--- src/inc/lpw_pkg.sv ---
package lpw_pkg;
  // Register byte offsets
  localparam logic [7:0] OFS_PWR_CTRL = 8'h00;
  localparam logic [7:0] OFS_PCI_PMCS = 8'h04;
  localparam logic [7:0] OFS_STATUS = 8'h08;
  localparam logic [7:0] OFS_NODE_LO = 8'h0c;
  localparam logic [7:0] OFS_NODE_HI = 8'h10;
  // Power saving control fields
  localparam int PSC_OVERRIDE = 0;
  localparam int PSC_RST10 = 1;
  localparam int PSC_RST100 = 2;
  localparam int PSC_POWERDOWN_10M_CORE = 3;
  localparam int PSC_POWERDOWN_100M_CORE = 4;
  localparam int PSC_POWERDOWN_10M_DRIVERS = 5;
  localparam int PSC_POWERDOWN_100M_DRIVERS = 6;
  localparam int PSC_TXCLK = 7;
  localparam int PSC_RXCLK = 8;
  localparam int PSC_AUTO = 9;
  localparam int PSC_W = 10;
  localparam logic [9:0] PSC_RESET = 10'h000;
  // PCI power control/status fields
  localparam int PMCS_STATE_LSB = 0;
  localparam int PMCS_EVT_EN = 8;
  localparam int PMCS_EVT_STAT = 15;
  // Status register wake flag
  localparam int STAT_WAKE = 28;
  // Power states in the two-bit field
  localparam logic [1:0] PS_D0 = 2'h0;
  localparam logic [1:0] PS_D1 = 2'h1;
  localparam logic [1:0] PS_D2 = 2'h2;
  localparam logic [1:0] PS_D3 = 2'h3;
  // Wake pattern shape
  localparam logic [7:0] SYNC_BYTE = 8'hff;
  localparam logic [2:0] SYNC_LEN = 3'h6;
  localparam logic [2:0] ADDR_LAST = 3'h5;
  localparam logic [3:0] COPY_LAST = 4'hf;
  // Serial memory words holding the node identity
  localparam logic [7:0] EE_ID_BASE = 8'h00;
  localparam logic [1:0] EE_ID_WORDS = 2'h3;
endpackage

--- src/verilog/lpw_power_wake.sv ---
// Implementation choices: the placing of the registers and the address-and-strobe port.
`timescale 1ns/1ns
module lpw_power_wake (
  input wire logic clock_i,
  input wire logic rst_n_i,
  input wire logic [7:0] reg_addr_i,
  input wire logic [31:0] reg_wdata_i,
  input wire logic reg_wr_i,
  input wire logic reg_rd_i,
  output logic [31:0] reg_rdata_o,
  input wire logic rx_valid_i,
  input wire logic [7:0] rx_data_i,
  input wire logic rx_sof_i,
  input wire logic rx_eof_i,
  input wire logic rx_da_match_i,
  input wire logic wake_frame_hit_i,
  input wire logic link_up_i,
  input wire logic pci_rst_n_i,
  input wire logic ee_ack_i,
  input wire logic [15:0] ee_data_i,
  output logic ee_req_o,
  output logic [7:0] ee_addr_o,
  output logic reset_10m_analog_o,
  output logic reset_100m_analog_o,
  output logic powerdown_10m_core_o,
  output logic powerdown_100m_core_o,
  output logic powerdown_10m_drivers_o,
  output logic powerdown_100m_drivers_o,
  output logic tx_clock_run_o,
  output logic rx_clock_run_o,
  output logic rx_store_block_o,
  output logic rx_monitor_on_o,
  output logic int_n_o,
  output logic pm_event_pin_n_o,
  output logic lan_wake_out_o
);
  // Loader states
  typedef enum logic [1:0] {LD_REQ, LD_WAIT, LD_DONE} lpw_load_e;

  // Reset release synchroniser
  logic rst_meta;
  logic rst_n;
  // Pin synchronisers and link history
  logic link_meta, link_sync, link_prev;
  logic prst_meta, prst_sync;
  // Software state
  logic [9:0] power_saving_control, next_psc;
  logic [1:0] pstate, next_pstate;
  logic pm_event_enable, next_pme_en;
  logic pme_status, next_pme_status;
  logic wakeup_int_flag, next_wake_flag;
  logic [31:0] next_rdata;
  // Node identity, six bytes, first on the wire at index 0
  logic [7:0] node_b [6];
  logic [7:0] next_node_b [6];
  lpw_load_e ld_state, next_ld_state;
  logic [1:0] ld_word, next_ld_word;
  // Detector state
  logic [2:0] ff_cnt, next_ff_cnt;
  logic in_addr, next_in_addr;
  logic [2:0] byte_idx, next_byte_idx;
  logic [3:0] copy_cnt, next_copy_cnt;
  logic found, next_found;
  logic found_now;
  // Event terms
  logic asleep, armed;
  logic magic_evt, frame_evt, link_evt, wake_evt;
  logic wr_psc, wr_pmcs, wr_stat;
  logic next_rst10, next_rst100, next_lan_wake;
  logic next_powerdown_10m_core, next_powerdown_100m_core, next_powerdown_10m_drivers, next_powerdown_100m_drivers;
  logic next_txclk, next_rxclk;

  // Reset assert is immediate, release waits two edges
  always_ff @(posedge clock_i or negedge rst_n_i) begin
    if (!rst_n_i) begin
      rst_meta <= 1'b0;
      rst_n <= 1'b0;
    end else begin
      rst_meta <= 1'b1;
      rst_n <= rst_meta;
    end
  end

  // Link and PCI reset pins are foreign, so two flops before use
  always_ff @(posedge clock_i or negedge rst_n) begin
    if (!rst_n) begin
      link_meta <= 1'b0;
      link_sync <= 1'b0;
      link_prev <= 1'b0;
      prst_meta <= 1'b0;
      prst_sync <= 1'b0;
    end else begin
      link_meta <= link_up_i;
      link_sync <= link_meta;
      link_prev <= link_sync;
      prst_meta <= pci_rst_n_i;
      prst_sync <= prst_meta;
    end
  end

  // clock_i is the standby clock, running in every state
  assign asleep = (pstate != lpw_pkg::PS_D0);
  // events only armed once enable and state are written
  assign armed = asleep && pm_event_enable;
  assign wr_psc = reg_wr_i && (reg_addr_i == lpw_pkg::OFS_PWR_CTRL);
  assign wr_pmcs = reg_wr_i && (reg_addr_i == lpw_pkg::OFS_PCI_PMCS);
  assign wr_stat = reg_wr_i && (reg_addr_i == lpw_pkg::OFS_STATUS);

  // Node identity loader: reads three words after reset
  always_comb begin
    next_ld_state = ld_state;
    next_ld_word = ld_word;
    next_node_b = node_b;
    unique case (ld_state)
      LD_REQ: begin
        next_ld_state = LD_WAIT;
      end
      LD_WAIT: begin
        // identity captured with no host programming
        if (ee_ack_i) begin
          next_node_b[{ld_word, 1'b0}] = ee_data_i[7:0];
          next_node_b[{ld_word, 1'b1}] = ee_data_i[15:8];
          next_ld_word = ld_word + 2'h1;
          if (ld_word == lpw_pkg::EE_ID_WORDS - 2'h1) begin
            next_ld_state = LD_DONE;
          end else begin
            next_ld_state = LD_REQ;
          end
        end
      end
      LD_DONE: begin
        next_ld_state = LD_DONE;
      end
    endcase
  end

  always_ff @(posedge clock_i or negedge rst_n) begin
    if (!rst_n) begin
      ld_state <= LD_REQ;
      ld_word <= 2'h0;
      node_b <= '{default: 8'h00};
      ee_req_o <= 1'b0;
      ee_addr_o <= 8'h00;
    end else begin
      ld_state <= next_ld_state;
      ld_word <= next_ld_word;
      node_b <= next_node_b;
      // Request stays up until the word is acknowledged
      ee_req_o <= (next_ld_state == LD_WAIT);
      ee_addr_o <= lpw_pkg::EE_ID_BASE + {6'h00, next_ld_word};
    end
  end

  // Pattern search: sync run then sixteen address copies
  always_comb begin
    next_ff_cnt = ff_cnt;
    next_in_addr = in_addr;
    next_byte_idx = byte_idx;
    next_copy_cnt = copy_cnt;
    next_found = found;
    found_now = found;
    if (!asleep) begin
      // held clear in the fully-on state
      next_ff_cnt = 3'h0;
      next_in_addr = 1'b0;
      next_byte_idx = 3'h0;
      next_copy_cnt = 4'h0;
      next_found = 1'b0;
      found_now = 1'b0;
    end else if (rx_valid_i) begin
      if (rx_sof_i) begin
        // New frame: forget anything from the last one
        next_ff_cnt = 3'h0;
        next_in_addr = 1'b0;
        next_found = 1'b0;
        found_now = 1'b0;
      end
      if (!next_in_addr) begin
        // address copies only after six sync bytes
        if (next_ff_cnt == lpw_pkg::SYNC_LEN && rx_data_i == node_b[0]) begin
          next_in_addr = 1'b1;
          next_byte_idx = 3'h1;
          next_copy_cnt = 4'h0;
        end else if (rx_data_i == lpw_pkg::SYNC_BYTE) begin
          // Longer sync runs are fine, counter saturates
          if (next_ff_cnt != lpw_pkg::SYNC_LEN) begin
            next_ff_cnt = next_ff_cnt + 3'h1;
          end
        end else begin
          next_ff_cnt = 3'h0;
        end
      // copies must be back to back, any break restarts
      end else if (rx_data_i == node_b[byte_idx]) begin
        if (byte_idx == lpw_pkg::ADDR_LAST) begin
          next_byte_idx = 3'h0;
          if (copy_cnt == lpw_pkg::COPY_LAST) begin
            next_found = 1'b1;
            found_now = 1'b1;
            next_in_addr = 1'b0;
            next_ff_cnt = 3'h0;
          end else begin
            next_copy_cnt = copy_cnt + 4'h1;
          end
        end else begin
          next_byte_idx = byte_idx + 3'h1;
        end
      end else begin
        // Broken run; an FF byte may start a fresh sync
        next_in_addr = 1'b0;
        next_ff_cnt = (rx_data_i == lpw_pkg::SYNC_BYTE) ? 3'h1 : 3'h0;
      end
    end
  end

  always_ff @(posedge clock_i or negedge rst_n) begin
    if (!rst_n) begin
      ff_cnt <= 3'h0;
      in_addr <= 1'b0;
      byte_idx <= 3'h0;
      copy_cnt <= 4'h0;
      found <= 1'b0;
    end else begin
      ff_cnt <= next_ff_cnt;
      in_addr <= next_in_addr;
      byte_idx <= next_byte_idx;
      copy_cnt <= next_copy_cnt;
      found <= next_found;
    end
  end

  // pattern, address match, enable and sleep all needed
  // no frame check status enters this decision
  assign magic_evt = armed && rx_valid_i && rx_eof_i && rx_da_match_i &&
                     found_now;
  // Frame filters are qualified upstream; gate with sleep and enable
  assign frame_evt = armed && wake_frame_hit_i;
  // cable reconnect seen as rising synchronised link
  assign link_evt = armed && link_sync && !link_prev;
  // any of the three kinds is a wake
  assign wake_evt = magic_evt || frame_evt || link_evt;

  // Register file next values
  always_comb begin
    next_psc = power_saving_control;
    next_pstate = pstate;
    next_pme_en = pm_event_enable;
    next_pme_status = pme_status;
    next_wake_flag = wakeup_int_flag;
    next_rdata = 32'h0000_0000;
    if (wr_psc) begin
      next_psc = reg_wdata_i[lpw_pkg::PSC_W-1:0];
    end
    if (wr_pmcs) begin
      next_pstate = reg_wdata_i[lpw_pkg::PMCS_STATE_LSB +: 2];
      next_pme_en = reg_wdata_i[lpw_pkg::PMCS_EVT_EN];
      // Write one to clear
      if (reg_wdata_i[lpw_pkg::PMCS_EVT_STAT]) begin
        next_pme_status = 1'b0;
      end
    end
    if (wr_stat && reg_wdata_i[lpw_pkg::STAT_WAKE]) begin
      next_wake_flag = 1'b0;
    end
    // event status set, winning over a clear
    // flags stay until software clears them
    if (wake_evt) begin
      next_pme_status = 1'b1;
    end
    // wake flag set, winning over a clear
    if (wake_evt) begin
      next_wake_flag = 1'b1;
    end
    if (reg_rd_i) begin
      unique case (reg_addr_i)
        lpw_pkg::OFS_PWR_CTRL: begin
          next_rdata[lpw_pkg::PSC_W-1:0] = power_saving_control;
        end
        lpw_pkg::OFS_PCI_PMCS: begin
          next_rdata[lpw_pkg::PMCS_STATE_LSB +: 2] = pstate;
          next_rdata[lpw_pkg::PMCS_EVT_EN] = pm_event_enable;
          next_rdata[lpw_pkg::PMCS_EVT_STAT] = pme_status;
        end
        lpw_pkg::OFS_STATUS: begin
          next_rdata[lpw_pkg::STAT_WAKE] = wakeup_int_flag;
        end
        lpw_pkg::OFS_NODE_LO: begin
          next_rdata = {node_b[3], node_b[2], node_b[1], node_b[0]};
        end
        lpw_pkg::OFS_NODE_HI: begin
          next_rdata[15:0] = {node_b[5], node_b[4]};
        end
        default: begin
          // Unmapped addresses read as zero
          next_rdata = 32'h0000_0000;
        end
      endcase
    end
  end

  always_ff @(posedge clock_i or negedge rst_n) begin
    if (!rst_n) begin
      power_saving_control <= lpw_pkg::PSC_RESET;
      pstate <= lpw_pkg::PS_D0;
      pm_event_enable <= 1'b0;
      pme_status <= 1'b0;
      wakeup_int_flag <= 1'b0;
      reg_rdata_o <= 32'h0000_0000;
    end else begin
      power_saving_control <= next_psc;
      pstate <= next_pstate;
      pm_event_enable <= next_pme_en;
      pme_status <= next_pme_status;
      wakeup_int_flag <= next_wake_flag;
      reg_rdata_o <= next_rdata;
    end
  end

  // Power controls: manual beats automatic, which beats normal
  always_comb begin
    next_powerdown_10m_core = 1'b0;
    next_powerdown_100m_core = 1'b0;
    next_powerdown_10m_drivers = 1'b0;
    next_powerdown_100m_drivers = 1'b0;
    next_txclk = 1'b1;
    next_rxclk = 1'b1;
    // pulse on a 0 to 1 write of a reset bit, override set before and in the write
    next_rst10 = wr_psc && power_saving_control[lpw_pkg::PSC_OVERRIDE] &&
                 reg_wdata_i[lpw_pkg::PSC_OVERRIDE] &&
                 !power_saving_control[lpw_pkg::PSC_RST10] &&
                 reg_wdata_i[lpw_pkg::PSC_RST10];
    next_rst100 = wr_psc && power_saving_control[lpw_pkg::PSC_OVERRIDE] &&
                  reg_wdata_i[lpw_pkg::PSC_OVERRIDE] &&
                  !power_saving_control[lpw_pkg::PSC_RST100] &&
                  reg_wdata_i[lpw_pkg::PSC_RST100];
    // manual bits only count with override set
    if (power_saving_control[lpw_pkg::PSC_OVERRIDE]) begin
      next_powerdown_10m_core = power_saving_control[lpw_pkg::PSC_POWERDOWN_10M_CORE];
      next_powerdown_100m_core = power_saving_control[lpw_pkg::PSC_POWERDOWN_100M_CORE];
      next_powerdown_10m_drivers = power_saving_control[lpw_pkg::PSC_POWERDOWN_10M_DRIVERS];
      next_powerdown_100m_drivers = power_saving_control[lpw_pkg::PSC_POWERDOWN_100M_DRIVERS];
      // a zero bit stops the clock
      next_txclk = power_saving_control[lpw_pkg::PSC_TXCLK];
      next_rxclk = power_saving_control[lpw_pkg::PSC_RXCLK];
    end else if (power_saving_control[lpw_pkg::PSC_AUTO]) begin
      // receive clock and cores kept up for monitoring
      next_txclk = (pstate == lpw_pkg::PS_D0);
      next_powerdown_10m_drivers = (pstate == lpw_pkg::PS_D2) || (pstate == lpw_pkg::PS_D3);
      next_powerdown_100m_drivers = next_powerdown_10m_drivers;
    end
    // lan wake held until synced PCI reset
    next_lan_wake = lan_wake_out_o;
    if (!prst_sync) begin
      next_lan_wake = 1'b0;
    end
    // lan wake set on any wake, set wins
    if (wake_evt) begin
      next_lan_wake = 1'b1;
    end
  end

  always_ff @(posedge clock_i or negedge rst_n) begin
    if (!rst_n) begin
      reset_10m_analog_o <= 1'b0;
      reset_100m_analog_o <= 1'b0;
      powerdown_10m_core_o <= 1'b0;
      powerdown_100m_core_o <= 1'b0;
      powerdown_10m_drivers_o <= 1'b0;
      powerdown_100m_drivers_o <= 1'b0;
      tx_clock_run_o <= 1'b1;
      rx_clock_run_o <= 1'b1;
      rx_store_block_o <= 1'b0;
      rx_monitor_on_o <= 1'b1;
      int_n_o <= 1'b1;
      pm_event_pin_n_o <= 1'b1;
      lan_wake_out_o <= 1'b0;
    end else begin
      reset_10m_analog_o <= next_rst10;
      reset_100m_analog_o <= next_rst100;
      powerdown_10m_core_o <= next_powerdown_10m_core;
      powerdown_100m_core_o <= next_powerdown_100m_core;
      powerdown_10m_drivers_o <= next_powerdown_10m_drivers;
      powerdown_100m_drivers_o <= next_powerdown_100m_drivers;
      tx_clock_run_o <= next_txclk;
      rx_clock_run_o <= next_rxclk;
      // sleeping frames are scanned, not stored
      rx_store_block_o <= asleep;
      rx_monitor_on_o <= asleep || next_rxclk;
      // interrupt low while flag and enable
      int_n_o <= !(wakeup_int_flag && pm_event_enable);
      // event pin low while status and enable
      pm_event_pin_n_o <= !(pme_status && pm_event_enable);
      lan_wake_out_o <= next_lan_wake;
    end
  end
endmodule

--- config.mk ---
export PLATFORM = sky130hd
export DESIGN_NAME = lpw_power_wake
export DESIGN_NICKNAME = d
export VERILOG_FILES = /design/src/inc/lpw_pkg.sv /design/src/verilog/lpw_power_wake.sv
export SDC_FILE = /design/constraint.sdc
export NUM_CORES = 1
export LEC_CHECK = 0
export BUFFER_PORTS_ARGS = -buffer_cell sky130_fd_sc_hd__buf_2
export CAP_MARGIN = 20
export CORE_ASPECT_RATIO = 0.8
export CORE_MARGIN = 3
export CORE_UTILIZATION = 30
export DETAILED_ROUTE_END_ITERATION = 10
export HOLD_SLACK_MARGIN = 0.08
export PLACE_DENSITY = 0.57
export SLEW_MARGIN = 20
export SYNTH_ARGS = -nofsm -noshare
export SYNTH_HDL_FRONTEND = slang
export SYNTH_SLANG_ARGS = --single-unit
export TNS_END_PERCENT = 30
--- constraint.sdc ---
create_clock -name clock_i -period 8.1 [get_ports clock_i]
set_input_delay 0 -clock clock_i [delete_from_list [all_inputs] [get_ports clock_i]]
set_output_delay 0 -clock clock_i [all_outputs]
set_load 0.1 [all_outputs]
==> impl_metrics.json <==
{
  "path_class": "reg -> reg",
  "p_leak_uw": 0.00375,
  "clockBufferDepth": 2,
  "finalCriticalPeriod_ps": 3360,
  "place_ws_ps": 4700,
  "drt_wl_total_um": 17200,
  "grt_util_all_layers": 0.156,
  "crit_fanout": 16,
  "syn_area_per_cell_um2": 11.9,
  "skew_ps": 8.19,
  "dieArea_um2": 22600,
  "async_flop_share": 1.00,
  "powerDensity_nw_per_um2": 288,
  "cts_root_buf": "clkbuf_16",
  "cp_cell_sequence": "nor2b_1 -> nand2_1 -> a21bo_2 -> a2111oi_2 -> nand3_1 -> nor3_1 -> mux2i_1",
  "post_cts_buffers": 0,
  "p_total_uw": 2310,
  "drc_errors": 0,
  "synth_cell_type_count": 60,
  "critPathLaunchType": "flop",
  "portBuffers": 103,
  "cp-end-kind": "flop",
  "cp.arrival_ps": 3700,
  "yosysSeqAreaShare": 0.529,
  "grt_max_degree": 78,
  "antenna_found_initial": 4,
  "period_share": 0.415,
  "die_y_um": 135,
  "setup_viol": 0,
  "cts_tree": "done",
  "drive_above_1_share": 0.362,
  "cts_max_level": 4,
  "io_pins": 130,
  "critPathMaxStageDelay_ps": 800,
  "rsz0062_at_grt": "false",
  "cts_hold_buf": 42,
  "avgViaCountPerCell": 5.03,
  "drt_pass1_iterations": 5,
  "tightest_slew_ps": 1050,
  "core_um2": 20100,
  "cp.buffers_inverters": 0,
  "setup_slack_ps": 4740,
  "synth_cells": 526,
  "drv_cap": 0,
  "cp.required_ps": 8440,
  "min_delay_path_depth": 6,
  "fmax_mhz": 298,
  "cts.clk_slew.worst_paths_ps": 60,
  "drtIter0Drc": 347,
  "area_delta_synth_final_pct": 28.5,
  "maxSlewHeadroom": 0.303,
  "die_w_um": 167,
  "hold_class": "in -> reg",
  "path_depth": 7,
  "start_util": 0.310,
  "synth_ff_type": "dfrtp_1",
  "clk_latency_ps": 430,
  "ys_warn_count": 0,
  "nets": 750,
  "grt_overflow_total": 0,
  "setup_tns_ps": 0,
  "synth_edf_count": 0,
  "r2r_cells": 7,
  "fp-row-count": 46,
  "antenna_left": 0,
  "syn-cell-area_um2": 6250,
  "ys_ff_latch": 132,
  "diodes": 0,
  "drv_slew": 0,
  "routedWlPerCell_um": 18.3,
  "fin_util": 0.399,
  "numCtsBuffers": 17,
  "critPathTopFamily": "simple AND/OR/NAND/NOR gates",
  "post-dp-hpwl_um": 12400,
  "hold_viol": 0,
  "status": "finished clean",
  "vias": 4746,
  "grt_pass1_vias": 4930,
  "cts.repair.resized": 0,
  "ir_drop_mv": 0.158,
  "grt_pass1_wl_um": 27400,
  "gp_congestion": 0.852,
  "clock-sinks": 132,
  "cp_slowest_cell": "a2111oi_2"
}
-- flip-flops by register name (all words and copies together), names as in the netlist, 2 cells and up --
signal	count
pstate	2
copy_cnt	4
power_saving_control	10
reg_rdata_o	32
ff_cnt	3
ee_addr_o	2
ld_state	2
node_b	48
byte_idx	3
-- where the power goes --
part	internal, µW	total [µW]	switching (µW)
Sequential	804	962	159
Clock	532	816	284
Combinational	258	535	277
Total	1590	2310	719
-- kinds of logic (layout without fill, tap and decap cells) --
group | Yosys count | after routing | synth area share
XOR/XNOR | 10 | 10 | 0.0140
AND/OR/NAND/NOR | 159 | 159 | 0.141
adder cells (fa/ha/maj) | 8 | 8 | 0.0160
AO/OA/AOI/OAI | 77 | 77 | 0.0938
flip-flops | 132 | 132 | 0.529
other | 2 | 7 | 0.00120
buffers and inverters | 45 | 193 | 0.0370
multiplexers | 93 | 93 | 0.168
-- area by class of cell --
type | count | area [µm²]
clock inverters | 11 | 173
flip-flops and latches | 132 | 3310
multi-input cells | 354 | 2730
clock buffers | 21 | 460
fillers | 1948 | 12100
well taps | 264 | 330
inverters | 13 | 48.8
repair buffers | 148 | 978
-- synth_stat cells (5+ instances only) --
master	count	area, µm²
a21oi_1	17	85.1
a222oi_1	7	70.1
a22oi_1	10	75.1
a32o_1	8	80.1
and3_1	19	119
and3b_1	6	52.6
buf_4	6	45.0
clkbuf_1	18	67.6
dfrtp_1	127	3180
dfstp_2	5	131
ha_1	8	100
inv_1	13	48.8
mux2_2	85	957
mux2i_1	7	70.1
nand2_1	36	135
nand3_1	18	90.1
nand4_1	9	56.3
nor2_1	19	71.3
nor2b_1	13	81.3
nor3_1	6	30.0
o21ai_0	9	45.0
xnor2_1	9	78.8
-- cell usage in the layout (no fill, tap or decap), drive strengths merged, types with 4 or more instances in the layout --
cell type	instances
conb	7
nor3	6
and3	22
and2	4
a222oi	7
mux2	85
bufinv	4
buf	106
inv	15
ha	8
nand2b	4
a21oi	17
dfstp	5
nand3	18
dfrtp	127
clkinv	4
a311oi	4
dlygate4sd3	42
nor2b	13
clkbuf	21
nand4	9
o21ai	13
and3b	6
a22oi	10
or4	5
xnor2	9
mux2i	7
a32o	8
nand2	37
nor2	19
-- layer usage --
metal,track usage,part of all wire,vias up
met5,0,0.0028,-
li1,-,-,2188
met2,0.243,0.45,138
met4,0.0518,0.016,8
met3,0.0543,0.075,32
met1,0.206,0.46,2380
-- worst min-delay path, cell delays in order --
cell and delay (ps):
buf_2 90, nand3_1 80, nand2_1 60, nand3_1 70, a31oi_1 70, nand2b_1 140
-- final timing paths --
| kind | startpoint | end | slack [ps] |
|---|---|---|---|
| max | byte_idx[2] | copy_cnt[2] | 4740 |
| max in group asynchronous | rst_n | in_addr | 6510 |
| min in group asynchronous | rst_n | reg_rdata_o[22] | 260 |
| max reg2reg | byte_idx[2] | copy_cnt[2] | 4740 |
| min reg2reg | rst_n | reg_rdata_o[22] | 260 |
| min | rx_da_match_i | pme_status | 130 |
-- metrics by stage --
stage	area (µm²)	hold slack [ps]	cells
6_report	8040	131	943
5_1_grt	8040	171	943
4_1_cts	8010	122	942
3_5_place_dp	6960	-212	868
3_3_place_gp	6960	-215	868
2_1_floorplan	6270	-296	531
No activity file was read; power rests on OpenSTA's default activity.
